===== src/verilog/lscfg_pkg.sv =====
package lscfg_pkg;
	localparam int LSCFG_NBYTES = 8;
	localparam logic [7:0] LSCFG_NAD_BASE = 8'h60;
	localparam logic [7:0] LSCFG_PCI_REQ = 8'h06;
	localparam logic [7:0] LSCFG_PCI_RESP = 8'h01;
	localparam logic [7:0] LSCFG_SID_ASSIGN_NAD = 8'hB0;
	localparam logic [7:0] LSCFG_SID_ASSIGN_ID = 8'hB1;
	localparam logic [7:0] LSCFG_RSID_ASSIGN_NAD = 8'hF0;
	localparam logic [7:0] LSCFG_RSID_ASSIGN_ID = 8'hF1;
	localparam logic [7:0] LSCFG_FILL = 8'hFF;
	localparam logic [7:0] LSCFG_DC_ON = 8'h20;
	localparam logic [7:0] LSCFG_DC_ASSIGN = 8'h21;
	localparam logic [7:0] LSCFG_DC_OFF = 8'h23;
	localparam logic [3:0] LSCFG_PLUG_HI = 4'h0;
	localparam logic [15:0] LSCFG_SEL_BOTH = 16'h0000;
	localparam logic [15:0] LSCFG_SEL_RESP = 16'h0001;
	localparam logic [15:0] LSCFG_SEL_REQ = 16'h0002;
	localparam logic [7:0] LSCFG_PID_INC = 8'h01;
	localparam logic [7:0] LSCFG_ID_RESET = 8'h00;
	localparam int LSCFG_B_NAD = 0;
	localparam int LSCFG_B_PCI = 1;
	localparam int LSCFG_B_SID = 2;
	localparam int LSCFG_B_SUP = 3;
	localparam int LSCFG_B_FUN = 5;
	localparam int LSCFG_B_ARG = 7;
	localparam int LSCFG_PLUG_BIT = 3;

	typedef struct packed {
		logic [7:0] d7;
		logic [7:0] d6;
		logic [7:0] d5;
		logic [7:0] d4;
		logic [7:0] d3;
		logic [7:0] d2;
		logic [7:0] d1;
		logic [7:0] d0;
	} lscfg_frame_t;

	typedef struct packed {
		logic [7:0] pid;
		logic en;
	} lscfg_fid_t;
endpackage : lscfg_pkg

===== src/verilog/lscfg_fid_slot.sv =====
`timescale 1ns/10ps
// one message frame identifier slot; cleared whenever the node address changes
module lscfg_fid_slot
	import lscfg_pkg::*;
(
	// clock and reset
	input wire logic clk_sys,
	input wire logic rstn,
	// control
	input wire logic clr,
	input wire logic load,
	input wire logic [7:0] pid,
	// state
	output lscfg_fid_t slot
);
	lscfg_fid_t slot_q;

	always_ff @(posedge clk_sys or negedge rstn) begin
		if (!rstn) begin
			slot_q <= '{pid: LSCFG_ID_RESET, en: 1'b0};
		end else if (load) begin
			slot_q <= '{pid: pid, en: 1'b1};
		end else if (clr) begin
			slot_q <= '{pid: LSCFG_ID_RESET, en: 1'b0};
		end
	end

	assign slot = slot_q;
endmodule : lscfg_fid_slot


===== src/verilog/lscfg_handler.sv =====
`timescale 1ns/10ps
module lscfg_handler
	import lscfg_pkg::*;
#(
	parameter logic [15:0] SUPPLIER_CODE = 16'h00A5, // arbitrary value
	parameter logic [15:0] FUNCTION_CODE = 16'h005A  // arbitrary value
)
(
	// clock and reset
	input wire logic clk_sys,
	input wire logic rstn,
	// configuration pins
	input wire logic [2:0] cfg_pin_in,
	output logic cfg_pin_3_out,
	output logic cfg_pin_3_oe,
	output logic cfg_pullup_en,
	output logic chain_drv_en,
	output logic chain_pass_switch,
	// master request frame from protocol engine
	input wire logic req_valid,
	input lscfg_frame_t req_frame,
	// slave response poll
	input wire logic resp_poll,
	output logic resp_valid,
	output lscfg_frame_t resp_frame,
	// io message frames
	input wire logic io_frame_seen,
	input wire logic pin_cfg_written,
	output lscfg_fid_t io_request_frame,
	output lscfg_fid_t io_response_frame,
	output logic pin_cfg_active,
	output logic pin_cfg_pending,
	output logic [7:0] node_addr
);
	typedef enum logic [1:0] {
		LSCFG_ST_SAMPLE = 2'b00,
		LSCFG_ST_IDLE = 2'b01,
		LSCFG_ST_ASSIGN = 2'b10
	} lscfg_state_t;

	lscfg_state_t state_q;
	logic [7:0] nad_q;
	logic sw_q;
	logic drv_q;
	logic resp_valid_q;
	lscfg_frame_t resp_q;
	logic cfg_act_q;
	logic cfg_pend_q;
	lscfg_frame_t rq_q;

	// decode of a latched request
	logic codes_ok;
	logic is_nad_req;
	logic is_id_req;
	logic plug_hit;
	logic dc_assign_hit;
	logic nad_load;
	logic id_load;
	logic [15:0] sel;
	logic sel_ok;
	logic req_ld;
	logic rsp_ld;

	assign codes_ok = ({rq_q.d4, rq_q.d3} == SUPPLIER_CODE);
	assign is_nad_req = (rq_q.d2 == LSCFG_SID_ASSIGN_NAD) && codes_ok
		&& ({rq_q.d6, rq_q.d5} == FUNCTION_CODE);
	assign is_id_req = (rq_q.d0 == nad_q) && (rq_q.d2 == LSCFG_SID_ASSIGN_ID) && codes_ok;
	assign plug_hit = (rq_q.d0[7:4] == LSCFG_PLUG_HI) && rq_q.d0[LSCFG_PLUG_BIT]
		&& (rq_q.d0[2:0] == cfg_pin_in);
	assign dc_assign_hit = (rq_q.d0 == LSCFG_DC_ASSIGN) && !cfg_pin_in[0] && !sw_q;
	assign nad_load = (state_q == LSCFG_ST_ASSIGN) && is_nad_req && (plug_hit || dc_assign_hit);
	assign sel = {rq_q.d6, rq_q.d5};
	assign sel_ok = (sel == LSCFG_SEL_BOTH) || (sel == LSCFG_SEL_RESP) || (sel == LSCFG_SEL_REQ);
	assign id_load = (state_q == LSCFG_ST_ASSIGN) && is_id_req && sel_ok;
	assign req_ld = id_load && (sel != LSCFG_SEL_RESP);
	assign rsp_ld = id_load && (sel != LSCFG_SEL_REQ);

	// request is latched, then evaluated in one assign cycle
	always_ff @(posedge clk_sys or negedge rstn) begin
		if (!rstn) begin
			state_q <= LSCFG_ST_SAMPLE;
		end else begin
			unique case (state_q)
				LSCFG_ST_SAMPLE: state_q <= LSCFG_ST_IDLE;
				LSCFG_ST_IDLE: begin
					if (req_valid) begin
						state_q <= LSCFG_ST_ASSIGN;
					end
				end
				LSCFG_ST_ASSIGN: state_q <= LSCFG_ST_IDLE;
				default: state_q <= LSCFG_ST_IDLE;
			endcase
		end
	end

	always_ff @(posedge clk_sys or negedge rstn) begin
		if (!rstn) begin
			rq_q <= '0;
		end else if (state_q == LSCFG_ST_IDLE && req_valid) begin
			rq_q <= req_frame;
		end
	end

	// pins are caught in the first clocked cycle after reset release
	always_ff @(posedge clk_sys or negedge rstn) begin
		if (!rstn) begin
			nad_q <= LSCFG_NAD_BASE;
		end else if (state_q == LSCFG_ST_SAMPLE) begin
			nad_q <= LSCFG_NAD_BASE + {5'h00, cfg_pin_in};
		end else if (nad_load) begin
			nad_q <= rq_q.d7;
		end
	end

	// switch and chain drivers change only on fully valid requests
	always_ff @(posedge clk_sys or negedge rstn) begin
		if (!rstn) begin
			sw_q <= 1'b0;
			drv_q <= 1'b0;
		end else if (state_q == LSCFG_ST_ASSIGN && is_nad_req) begin
			if (dc_assign_hit) begin
				sw_q <= 1'b1;
			end else if (rq_q.d0 == LSCFG_DC_OFF) begin
				sw_q <= 1'b0;
				drv_q <= 1'b0;
			end else if (rq_q.d0 == LSCFG_DC_ON) begin
				drv_q <= 1'b1;
			end
		end
	end

	// response is held until polled or retired by a new own request; other-node traffic leaves it pending
	always_ff @(posedge clk_sys or negedge rstn) begin
		if (!rstn) begin
			resp_valid_q <= 1'b0;
			resp_q <= '0;
		end else if (nad_load) begin
			resp_valid_q <= 1'b1;
			resp_q <= '{d0: rq_q.d0, d1: LSCFG_PCI_RESP, d2: LSCFG_RSID_ASSIGN_NAD,
				default: LSCFG_FILL};
		end else if (id_load) begin
			resp_valid_q <= 1'b1;
			resp_q <= '{d0: nad_q, d1: LSCFG_PCI_RESP, d2: LSCFG_RSID_ASSIGN_ID,
				default: LSCFG_FILL};
		end else if (resp_poll) begin
			resp_valid_q <= 1'b0;
		end else if (state_q == LSCFG_ST_ASSIGN && (is_id_req || rq_q.d0 == nad_q)) begin
			resp_valid_q <= 1'b0; // a new own request retires an old answer
		end
	end

	// pin configuration: staged blocks go live at first io frame
	always_ff @(posedge clk_sys or negedge rstn) begin
		if (!rstn) begin
			cfg_act_q <= 1'b0;
			cfg_pend_q <= 1'b0;
		end else if (nad_load) begin
			cfg_act_q <= 1'b0;
			cfg_pend_q <= 1'b0;
		end else if (pin_cfg_written) begin
			cfg_pend_q <= 1'b1;
		end else if (io_frame_seen && cfg_pend_q) begin
			cfg_act_q <= 1'b1;
			cfg_pend_q <= 1'b0;
		end
	end

	lscfg_fid_slot u_req_slot (
		.clk_sys(clk_sys),
		.rstn(rstn),
		.clr(nad_load),
		.load(req_ld),
		.pid(rq_q.d7),
		.slot(io_request_frame)
	);

	lscfg_fid_slot u_rsp_slot (
		.clk_sys(clk_sys),
		.rstn(rstn),
		.clr(nad_load),
		.load(rsp_ld),
		.pid((sel == LSCFG_SEL_BOTH) ? rq_q.d7 + LSCFG_PID_INC : rq_q.d7),
		.slot(io_response_frame)
	);

	// pull-ups only during the evaluation; keeps standby current away
	assign cfg_pullup_en = (state_q == LSCFG_ST_ASSIGN) && is_nad_req;
	assign chain_pass_switch = sw_q;
	assign chain_drv_en = drv_q;
	// closed switch forwards the chain low level out on pin 3
	assign cfg_pin_3_oe = sw_q;
	assign cfg_pin_3_out = 1'b0;
	assign resp_valid = resp_valid_q;
	assign resp_frame = resp_q;
	assign pin_cfg_active = cfg_act_q;
	assign pin_cfg_pending = cfg_pend_q;
	assign node_addr = nad_q;

	property p_por_nad;
		@(posedge clk_sys) disable iff (!rstn)
		state_q == LSCFG_ST_SAMPLE |=> nad_q == LSCFG_NAD_BASE + {5'h00, $past(cfg_pin_in)};
	endproperty
	a_por_nad: assert property (p_por_nad) else $error("bad power-on address");

	property p_nad_resp;
		@(posedge clk_sys) disable iff (!rstn)
		nad_load |=> resp_valid && resp_frame.d2 == LSCFG_RSID_ASSIGN_NAD
			&& resp_frame.d1 == LSCFG_PCI_RESP && resp_frame.d7 == LSCFG_FILL;
	endproperty
	a_nad_resp: assert property (p_nad_resp) else $error("bad assign address answer");

	property p_id_resp;
		@(posedge clk_sys) disable iff (!rstn)
		id_load |=> resp_valid && resp_frame.d0 == $past(nad_q)
			&& resp_frame.d2 == LSCFG_RSID_ASSIGN_ID;
	endproperty
	a_id_resp: assert property (p_id_resp) else $error("bad assign id answer");

	property p_no_resp_dc;
		@(posedge clk_sys) disable iff (!rstn)
		// an older unpolled answer may still stand; only a new one is forbidden
		state_q == LSCFG_ST_ASSIGN && is_nad_req
			&& (rq_q.d0 == LSCFG_DC_ON || rq_q.d0 == LSCFG_DC_OFF)
			|=> !$rose(resp_valid) && $stable(resp_frame);
	endproperty
	a_no_resp_dc: assert property (p_no_resp_dc) else $error("answer to chain on/off");

	property p_sw_open;
		@(posedge clk_sys) disable iff (!rstn)
		$fell(sw_q) |-> $past(rq_q.d0) == LSCFG_DC_OFF && $past(is_nad_req);
	endproperty
	a_sw_open: assert property (p_sw_open) else $error("switch opened wrongly");

	property p_sw_close;
		@(posedge clk_sys) disable iff (!rstn)
		$rose(sw_q) |-> $past(cfg_pin_in[0]) == 1'b0 && $past(nad_load);
	endproperty
	a_sw_close: assert property (p_sw_close) else $error("switch closed wrongly");

	property p_reassign_clr;
		@(posedge clk_sys) disable iff (!rstn)
		nad_load |=> !io_request_frame.en && !io_response_frame.en && !pin_cfg_active;
	endproperty
	a_reassign_clr: assert property (p_reassign_clr) else $error("ids kept on reassign");

	property p_both_ids;
		@(posedge clk_sys) disable iff (!rstn)
		id_load && sel == LSCFG_SEL_BOTH |=>
			io_response_frame.pid == io_request_frame.pid + LSCFG_PID_INC;
	endproperty
	a_both_ids: assert property (p_both_ids) else $error("bad id pair");

	property p_pullup;
		@(posedge clk_sys) disable iff (!rstn)
		cfg_pullup_en |-> state_q == LSCFG_ST_ASSIGN && $past(req_valid)
			&& $past(req_frame.d2) == LSCFG_SID_ASSIGN_NAD;
	endproperty
	a_pullup: assert property (p_pullup) else $error("pull-up outside assign");

	property p_nad_change;
		@(posedge clk_sys) disable iff (!rstn)
		$changed(nad_q) && $past(state_q) != LSCFG_ST_SAMPLE |-> $past(nad_load);
	endproperty
	a_nad_change: assert property (p_nad_change) else $error("address changed");

	property p_plug_nad;
		@(posedge clk_sys) disable iff (!rstn)
		state_q == LSCFG_ST_ASSIGN && is_nad_req
			&& rq_q.d0 == {LSCFG_PLUG_HI, 1'b1, cfg_pin_in} |=> node_addr == $past(rq_q.d7);
	endproperty
	a_plug_nad: assert property (p_plug_nad) else $error("plug address not taken");

	property p_keep_on_miss;
		@(posedge clk_sys) disable iff (!rstn)
		state_q == LSCFG_ST_ASSIGN && !is_nad_req && !id_load |=> $stable(node_addr)
			&& $stable(chain_pass_switch) && $stable(chain_drv_en)
			&& $stable(io_request_frame) && $stable(io_response_frame);
	endproperty
	a_keep_on_miss: assert property (p_keep_on_miss) else $error("state moved on miss");

	property p_drv_on;
		@(posedge clk_sys) disable iff (!rstn)
		state_q == LSCFG_ST_ASSIGN && is_nad_req && rq_q.d0 == LSCFG_DC_ON |=> chain_drv_en;
	endproperty
	a_drv_on: assert property (p_drv_on) else $error("chain drivers not on");

	property p_resp_hold;
		@(posedge clk_sys) disable iff (!rstn)
		resp_valid && !resp_poll && state_q != LSCFG_ST_ASSIGN
			|=> resp_valid && $stable(resp_frame);
	endproperty
	a_resp_hold: assert property (p_resp_hold) else $error("answer dropped unpolled");

	property p_poll_clear;
		@(posedge clk_sys) disable iff (!rstn)
		resp_poll && !nad_load && !id_load |=> !resp_valid;
	endproperty
	a_poll_clear: assert property (p_poll_clear) else $error("answer kept after poll");

	property p_cfg_live;
		@(posedge clk_sys) disable iff (!rstn)
		$rose(pin_cfg_active) |-> $past(io_frame_seen) && $past(pin_cfg_pending);
	endproperty
	a_cfg_live: assert property (p_cfg_live) else $error("config live too early");

	property p_drv_gate;
		@(posedge clk_sys) disable iff (!rstn)
		$changed(chain_drv_en) |-> $past(state_q) == LSCFG_ST_ASSIGN && $past(is_nad_req);
	endproperty
	a_drv_gate: assert property (p_drv_gate) else $error("drivers moved wrongly");

	// other-node traffic must not touch a pending answer
	property p_other_node;
		@(posedge clk_sys) disable iff (!rstn)
		state_q == LSCFG_ST_ASSIGN && !is_nad_req && rq_q.d0 != nad_q && !resp_poll
			|=> $stable(resp_valid) && $stable(resp_frame);
	endproperty
	a_other_node: assert property (p_other_node) else $error("answer hit by other node");

	c_plug: cover property (@(posedge clk_sys) disable iff (!rstn) nad_load && plug_hit);
	c_chain: cover property (@(posedge clk_sys) disable iff (!rstn) $rose(sw_q));
	c_id: cover property (@(posedge clk_sys) disable iff (!rstn) id_load);
	c_cfg: cover property (@(posedge clk_sys) disable iff (!rstn) $rose(cfg_act_q));
	c_dc_off: cover property (@(posedge clk_sys) disable iff (!rstn) $fell(sw_q));
endmodule : lscfg_handler


===== config.mk =====
export PLATFORM = sky130hd
export DESIGN_NAME = lscfg_handler
export DESIGN_NICKNAME = d
export VERILOG_FILES = /design/src/verilog/lscfg_pkg.sv /design/src/verilog/lscfg_fid_slot.sv /design/src/verilog/lscfg_handler.sv
export SDC_FILE = /design/constraint.sdc
export NUM_CORES = 1
export LEC_CHECK = 0
export BUFFER_PORTS_ARGS = -buffer_cell sky130_fd_sc_hd__buf_2
export CORE_MARGIN = 8
export CORE_UTILIZATION = 55
export CTS_CLUSTER_SIZE = 16
export DETAILED_ROUTE_END_ITERATION = 8
export GPL_ROUTABILITY_DRIVEN = 0
export PLACE_DENSITY = 0.92
export RECOVER_POWER = 25
export SETUP_SLACK_MARGIN = 0.05
export SLEW_MARGIN = 5
export SYNTH_ARGS = -nofsm -noshare
export SYNTH_HDL_FRONTEND = slang
export SYNTH_SLANG_ARGS = --single-unit

===== constraint.sdc =====
create_clock -name clk_sys -period 4.49 [get_ports clk_sys]
set_input_delay 0.898 -clock clk_sys [delete_from_list [all_inputs] [get_ports clk_sys]]
set_output_delay 0.898 -clock clk_sys [all_outputs]
set_load 0.02 [all_outputs]

; ---- After elaboration in Yosys (flattened, before gate mapping)
; Index checks and enable logic that the tools add are counted.
[op_classes]
reduce_logical = 38
addsub = 2
n_bitwise = 1
n_mux = 24
n_eq_ne = 17
[op_table]
columns = operator, count
row1 = 2-to-1 mux 64 bit, 2
row2 = 2-to-1 mux 9 bit, 3
row3 = "== test 8 x 6 -> 1 bit, second input constant", 3
row4 = 2-to-1 mux 8 bit, 3
row5 = logical AND 1 bit, 17
row6 = "== test 16 x 1 -> 1 bit, second input constant", 1
row7 = "== test 16 x 2 -> 1 bit, second input constant", 1
row8 = "== test 16 x 7 -> 1 bit, second input constant", 1
row9 = "== test 16 x 8 -> 1 bit, second input constant", 1
row10 = "== test 8 bit, second input constant", 2
row11 = zero test 16 bit, 1
row12 = "!= test 16 x 1 -> 1 bit, second input constant", 1
row13 = "!= test 16 x 2 -> 1 bit, second input constant", 1
row14 = 2-to-1 mux 1 bit, 14
row15 = nonzero test 2 bit, 7
row16 = "adder 7 x 3 -> 8 bit, first input constant", 1
row17 = "adder 8 x 1 -> 8 bit, second input constant", 1
row18 = == test 8 bit, 1
row19 = zero test 4 bit, 1
row20 = logical OR 1 bit, 4
row21 = 2-to-1 mux 2 bit, 2
row22 = AND reduction 2 bit, 2
row23 = nonzero test 4 bit, 1
row24 = == test 3 bit, 1
row25 = other kinds (9), 10
[totals]
elab_cells = 108
output_inout_bits = 98
reg_bits = 153

; ---- Longest topological paths before layout
; Gate-level depths: netlist (run 1).
[logic_depth]
word_depth = 9
ltp_mapped = 7
mapped_depth_nobuf = 5

; ---- By module
; A second synthesis (run 1) with hierarchy kept.
[hier_totals]
cells_unflattened = 532
hier_area_um2 = 4956.0
[modules_own_cells]
columns = module, cells_each, area_per_inst_um2, seq_area_each_um2, instances
row1 = lscfg_handler, 490, 4277.9, 2029.4, 1
row2 = lscfg_fid_slot, 21, 339.1, 225.2, 2

; ---- Worst setup path after synthesis (run 1)
; No wires, ideal clock.
[synth_path]
path_type = register to output
startpoint = register rq_q[27] (netlist name)
endpoint = output cfg_pullup_en
path_buffers = 1
path_stages_with_launch = 5
path_slack_ps = 1678
arrival_ps = 1914
cell_sequence = dfrtp_1 -> or4b_1 -> or4_1 -> buf_2 -> nor4b_4
[synth_via]
elab_chain_len = 4
[synth_lines]
columns = element, line
row1 = "start, declared", lscfg_handler.sv:49  ; lscfg_frame_t rq_q;
row2 = "start signal, assigned", lscfg_handler.sv:100  ; rq_q <= req_frame;
row3 = == test 16 x 8 -> 1 bit, lscfg_handler.sv:64  ; assign codes_ok = ({rq_q.d4, rq_q.d3} == SUPPLIER_CODE);
row4 = logical AND 1 bit, lscfg_handler.sv:65  ; assign is_nad_req = (rq_q.d2 == LSCFG_SID_ASSIGN_NAD) && codes_ok
row5 = logical AND 1 bit, lscfg_handler.sv:66  ; && ({rq_q.d6, rq_q.d5} == FUNCTION_CODE);
row6 = logical AND 1 bit, lscfg_handler.sv:187  ; assign cfg_pullup_en = (state_q == LSCFG_ST_ASSIGN) && is_nad_req;
row7 = "end, declared", lscfg_handler.sv:16  ; output logic cfg_pullup_en,
; No other way between the ends.

; ---- Worst setup path after layout (run 1)
; Same ends and word-level chain as after synthesis.

==> flow_metrics.py, run 1 <==
metrics = {
    "synth": {
        "ys_warn_count": 0,
        "synth_most_common_cell": "nand2_1",
        "avgSynthCellArea_um2": 9.06,
        "ys_seq_area_frac": 0.491,
        "yosysTopAreaCellShare": 0.480,
        "synth_commonest_cells": "nand2_1, dfrtp_1, buf_4, o21ai_0",
        "synthArstFlopShare": 1.00,
        "yosys.cell_types.count": 50,
        "synth_area_leaders": "dfrtp_1, nand2_1, buf_4, mux2i_1, xnor2_1",
        "synth-main-ff-cell": "dfrtp_1",
        "synth_edf_count": 0,
        "ys_seq_elements": 99,
        "netlist_area_um2": 5050,
        "syn_inst": 558,
        "yosysTopAreaCell": "dfrtp_1",
    },
    "worst_setup_path": {
        "setup.worst_path.start_class": "register",
        "cpLargestDelayFamily": "simple AND/OR/NAND/NOR gates",
        "rrSetupSlack_ns": 1.51,
        "r2r_start": "state_q[1]",
        "r2r_cells": 6,
        "cp_data_required_time_ns": 3.59,
        "crit_path_max_fanout": 6,
        "crit_path_end_kind": "output pin",
        "cp-startpoint": "rq_q[27]",
        "path_cells": "or4b_1 > or4_1 > nor4b_4 > buf_2",
        "r2r-end": "rq_q[40]",
        "worst_path_max_delay_cell": "or4_1",
        "max_stage_delay_ns": 0.59,
        "critPathBufInv": 1,
        "critPathArrivalTime_ns": 2.62,
        "crit_end": "cfg_pullup_en",
        "worstSetupPathType": "reg -> out",
        "worst-path-stages": 4,
    },
    "route": {
        "drtPass1Iterations": 5,
        "drtIter0Drc": 289,
        "route.detailed.drc": 0,
        "avgViaCountPerCell": 5.46,
        "totalWireLength_mm": 12.7,
        "wl_per_cell_um": 16.6,
        "final_antenna_net_count": 0,
        "num_vias": 4180,
    },
    "global_route": {
        "grt_pass1_vias": 4237,
        "grt_max_degree": 64,
        "gr-total-overflow": 0,
        "antenna_found_initial": 0,
        "grt.total_usage": 0.201,
        "grt_pass1_wl_mm": 20.7,
    },
    "clock_tree": {
        "root_buffer": "clkbuf_8",
        "numCtsBuffers": 9,
        "clock_sinks": 99,
        "htree_levels": 3,
        "cts_resized": 0,
        "cts_hold_buffers": 0,
        "clk_path_buf_depth": 2,
        "clk_pin_slew_worst_paths_ns": 0.10,
        "insertion_delay_ns": 0.37,
        "cts_tree": "yes",
        "postCtsSetupBuffers": 0,
    },
    "sta": {
        "tightest_slew_ns": 2.04,
        "relSlewSlack": -0.360,
        "max_freq_mhz": 284,
        "post-route-period-util": 0.784,
        "hold_slack_ns": 0.488,
        "final-setup-viol-count": 0,
        "tns_ns": 0,
        "rsz0062_at_grt": "false",
        "finalHoldViolations": 0,
        "slew_violations": 89,
        "fin_worst_skew_ns": 0.0181,
        "fin_crit_ns": 3.52,
    },
    "die": {
        "ioPinCount": 171,
        "core_um2": 9060,
        "die_w_um": 112,
        "die_area_um2": 12500,
        "initial_core_util": 0.558,
        "die_y_um": 112,
        "rows": 35,
    },
    "min_path": {
        "hold_path_class": "reg -> reg",
    },
    "run_status": {
        "violations": "capacitance limit, slew limit",
        "status": "finished with violations",
    },
    "final_layout": {
        "drive_gt1_frac": 0.273,
        "final_nets": 724,
        "diodes": 0,
        "final_core_util": 0.626,
        "synthToLayoutAreaGrowth_pct": 12.3,
        "nFillCells": 751,
        "final_cells": 766,
    },
    "power_and_ir_drop": {
        "p_leak_nw": 2.69,
        "finalPower_w": 0.00208,
        "power_density_nw_per_um2": 367,
        "ir_worst_vdd_uv": 207,
    },
    "place": {
        "place_hpwl_mm": 9.52,
        "placed_cells": 750,
        "portBuffers": 151,
    },
    "run": {
        "drv_cap": 2,
    },
}
## layout by cell type, fill, tap and decap left out, types with 2 or more instances in the layout
| cell type | n |
|---|---|
| mux2i_1 | 17 |
| a32oi_1 | 5 |
| dfstp_2 | 2 |
| o21ai_1 | 15 |
| a21oi_1 | 13 |
| or4_1 | 3 |
| nand3_1 | 10 |
| dfrtp_1 | 97 |
| buf_2 | 150 |
| and3_1 | 5 |
| o21ai_0 | 28 |
| and2_1 | 5 |
| conb_1 | 11 |
| nor3b_1 | 2 |
| nand2b_1 | 3 |
| nand3b_1 | 4 |
| inv_6 | 3 |
| nand4_1 | 13 |
| o211ai_1 | 3 |
| clkbuf_8 | 9 |
| nor4_1 | 8 |
| nor2_1 | 11 |
| nor3_1 | 12 |
| buf_4 | 3 |
| inv_1 | 13 |
| nand2_1 | 158 |
| nand4b_1 | 3 |
| xnor2_1 | 17 |
| a31oi_1 | 5 |
| clkbuf_1 | 2 |
## worst min-delay path, stage by stage, from the launching register on
cell and delay [ns]:
dfrtp_1 0.36, nand2_1 0.05, nand2_1 0.05
## cells by family after synthesis
group                    count (synthesis)  synth area share
AND/OR/NAND/NOR                        252             0.243
adder cells (fa/ha/maj)                  1           0.00247
multiplexers                            17            0.0337
other                                    1          0.000742
flip-flops                              99             0.491
AO/OA/AOI/OAI                           73            0.0822
XOR/XNOR                                17            0.0295
buffers and inverters                   98             0.118
## power breakdown
part,switching [W],internal [W],total [W],leakage (nW)
logic,0.000218,0.000141,0.000358,1.48
clock network,0.000329,0.000267,0.000597,0.103
registers,0.000122,0.00101,0.00113,1.11
## registers in the layout, indices dropped and copies added (netlist names)
| name | cells |
|---|---|
| resp_valid | 1 |
| chain_drv_en | 1 |
| state_q | 2 |
| cfg_pin_3_oe | 1 |
| pin_cfg_pending | 1 |
| rq_q | 56 |
| resp_frame | 10 |
| u_rsp_slot.slot | 9 |
| node_addr | 8 |
| pin_cfg_active | 1 |
| u_req_slot.slot | 9 |
## through the flow
stage          setup WS (ns)  cell area [um2]
2_1_floorplan           1.68             5090
3_3_place_gp            1.44             5470
3_5_place_dp            1.40             5470
4_1_cts                0.977             5680
5_1_grt                0.885             5680
6_report               0.968             5680
## per-layer routing
| metal | part of all wire | global-route usage |
|---|---|---|
| met4 | 0.016 | 0.0711 |
| met2 | 0.49 | 0.336 |
| met5 | 0 | 0 |
| met1 | 0.41 | 0.246 |
| met3 | 0.076 | 0.0530 |
## how the worst min path moves through the flow
stage                to  depth (start not counted)  slack [ns]      from
4_1_cts        rq_q[33]                          2        0.49  rq_q[33]
3_5_place_dp   rq_q[33]                          2        0.46  rq_q[33]
3_3_place_gp   rq_q[18]                          2        0.46  rq_q[18]
5_1_grt        rq_q[39]                          2        0.52  rq_q[39]
6_report       rq_q[48]                          2        0.49  rq_q[48]
2_1_floorplan  rq_q[33]                          2        0.45  rq_q[33]
## area by class of cell
| cell class | count | area, um2 | share of cell area |
|---|---|---|---|
| clock buffer | 9 | 124 | 0.0218 |
| clock inverter | 7 | 85.1 | 0.0150 |
| inverter | 14 | 52.6 | 0.00926 |
| multi-input combinational | 371 | 2010 | 0.355 |
| sequential | 99 | 2480 | 0.437 |
| tap | 111 | 139 | 0.0245 |
| timing repair buffer | 155 | 781 | 0.138 |
Power figures use the tool's default switching activity.
==> run 2: changes to the inputs <==
--- a/config.mk
+++ b/config.mk
@@ -7,11 +7,11 @@
 export LEC_CHECK = 0
 export BUFFER_PORTS_ARGS = -buffer_cell sky130_fd_sc_hd__buf_2
 export CORE_MARGIN = 8
-export CORE_UTILIZATION = 55
+export CORE_UTILIZATION = 46
 export CTS_CLUSTER_SIZE = 16
 export DETAILED_ROUTE_END_ITERATION = 8
 export GPL_ROUTABILITY_DRIVEN = 0
-export PLACE_DENSITY = 0.92
+export PLACE_DENSITY = 0.83
 export RECOVER_POWER = 25
 export SETUP_SLACK_MARGIN = 0.05
 export SLEW_MARGIN = 5
==> constraint.sdc (replaced) <==
create_clock -name clk_sys -period 3.1 [get_ports clk_sys]
set_input_delay 0.62 -clock clk_sys [delete_from_list [all_inputs] [get_ports clk_sys]]
set_output_delay 0.62 -clock clk_sys [all_outputs]
set_load 0.02 [all_outputs]
==> flow_metrics.py, run 2 (same netlist as run 1, synthesis figures left out) <==
metrics = {
    "final_layout": {
        "final_cell_mix": "nand2_1, buf_2, dfrtp_1",
        "diodes": 0,
        "drive_gt1_frac": 0.287,
        "largest_reg_flops": 56,
        "synthToLayoutAreaGrowth_pct": 14.2,
        "final_common_cell": "nand2_1",
        "final_nets": 731,
        "regMostFlops": "rq_q",
    },
    "worst_setup_path": {
        "cp_data_required_time_ns": 2.48,
        "worst_path_max_delay_cell": "or4b_1",
        "r2r_start": "rq_q[27]",
        "setup.worst_path.start_class": "register",
        "crit_path_max_fanout": 5,
        "crit_path_end_kind": "output pin",
        "path_cells": "or4b_1 > or4_4 > nor4b_4 > buf_4",
        "r2r-end": "cfg_pin_3_oe",
        "critPathArrivalTime_ns": 2.32,
        "r2r_cells": 5,
        "rrSetupSlack_ns": 0.43,
        "worstSetupPathType": "reg -> out",
        "max_stage_delay_ns": 0.51,
    },
    "route": {
        "wl_per_cell_um": 16.1,
        "final_antenna_net_count": 0,
        "drtIter0Drc": 312,
        "num_vias": 4108,
        "drtPass1Iterations": 4,
        "avgViaCountPerCell": 5.12,
        "totalWireLength_mm": 12.9,
        "route.detailed.drc": 0,
    },
    "global_route": {
        "antenna_found_initial": 0,
        "grt_max_degree": 77,
        "grt_pass1_wl_mm": 21.0,
        "gr-total-overflow": 0,
        "grt.total_usage": 0.177,
        "grt_pass1_vias": 4261,
    },
    "sta": {
        "slew_violations": 77,
        "tightest_slew_ns": 1.84,
        "post-route-period-util": 0.949,
        "hold_slack_ns": 0.441,
        "tns_ns": 0,
        "final-setup-viol-count": 0,
        "fin_worst_skew_ns": 0.0123,
        "relSlewSlack": -0.229,
        "fin_crit_ns": 2.94,
        "max_freq_mhz": 340,
        "rsz0062_at_grt": "false",
        "finalHoldViolations": 0,
    },
    "place": {
        "portBuffers": 151,
        "place_hpwl_mm": 9.81,
    },
    "power_and_ir_drop": {
        "p_leak_nw": 2.74,
        "finalPower_w": 0.00303,
        "power_density_nw_per_um2": 525,
        "ir_worst_vdd_uv": 323,
    },
    "die": {
        "die_y_um": 121,
        "ioPinCount": 171,
        "rows": 38,
        "core_um2": 10800,
        "die_area_um2": 14600,
        "die_w_um": 121,
        "initial_core_util": 0.468,
    },
    "min_path": {
        "hold_end": "rq_q[39]",
        "holdPathStages": 3,
        "hold_path_class": "in -> reg",
        "hp-start": "req_frame[39]",
    },
    "clock_tree": {
        "cts_hold_buffers": 0,
        "htree_levels": 3,
        "numCtsBuffers": 9,
        "root_buffer": "clkbuf_8",
        "postCtsSetupBuffers": 0,
        "clock_sinks": 99,
        "clk_pin_slew_worst_paths_ns": 0.10,
        "clk_path_buf_depth": 2,
        "cts_tree": "yes",
        "insertion_delay_ns": 0.36,
    },
    "run_status": {
        "status": "finished with violations",
        "violations": "capacitance limit, slew limit",
    },
    "run": {
        "drv_cap": 1,
    },
}
run 2: cell count changes in the layout (fill, tap and decap cells not counted):
cell        change
clkinv_4        +2
inv_8           +2
inv_2           +1
or4_1           -1
buf_2           -1
buf_4           +9
clkbuf_1        -2
clkinvlp_4      -1
clkbuf_2        +1
clkinv_8        -1
or4_4           +1
clkinv_1        -1
inv_6           -2
run 2: power by group:
group,switching (W),total (W),internal [W]
Combinational,0.000319,0.000532,0.000213
Sequential,0.000170,0.00163,0.00146
Clock,0.000480,0.000869,0.000389
Total,0.000969,0.00303,0.00206
run 2: how the worst max path moves through the flow:
stage	start	endpoint	slack, ns	cells past startpoint
floorplan	rq_q[27]	cfg_pullup_en	0.57	4
global placement	rq_q[27]	cfg_pin_3_oe	0.37	5
global route	rq_q[27]	cfg_pullup_en	0.03	4
CTS	rq_q[28]	cfg_pullup_en	0.14	4
finish	rq_q[27]	cfg_pullup_en	0.16	4
detailed placement	rq_q[27]	cfg_pin_3_oe	0.34	5
run 2: repair_timing:
action	4_1_cts	5_1_grt
pin swaps	0	0
setup endpoints to repair	1	1
gates resized for setup	1	2
run 2: through the flow:
stage / utilization / std cells / worst slack, ns / instance area (um2)
finish: 0.535 / 802 / 0.158 / 5770
global route: 0.535 / 802 / 0.0342 / 5770
CTS: 0.535 / 802 / 0.142 / 5770
detailed placement: 0.515 / 786 / 0.342 / 5560
global placement: 0.515 / 786 / 0.366 / 5560
floorplan: - / 568 / 0.566 / 5090
run 2: area by class of cell:
| class | count | area, um2 |
|---|---|---|
| sequential | 99 | 2480 |
| multi-input combinational | 371 | 2020 |
| inverter | 14 | 52.6 |
| clock inverter | 7 | 83.8 |
| clock buffer | 9 | 124 |
| tap | 140 | 175 |
| timing repair buffer | 162 | 841 |
| fill | 981 | 5020 |
run 2: worst max-delay path, delay by kind of cell (launching register included):
family | cells | cell delay (ns)
and+or+nand+nor | 3 | 1.36
buffers and inverters | 1 | 0.21
DFF | 1 | 0.40
run 2: routing by layer:
metal / vias to the layer above / part of all wire / global-route usage
met5: - / 0 / 0
met4: 0 / 0.021 / 0.0648
met3: 25 / 0.072 / 0.0401
met2: 157 / 0.50 / 0.298
met1: 1911 / 0.40 / 0.217
li1: 2015 / - / -
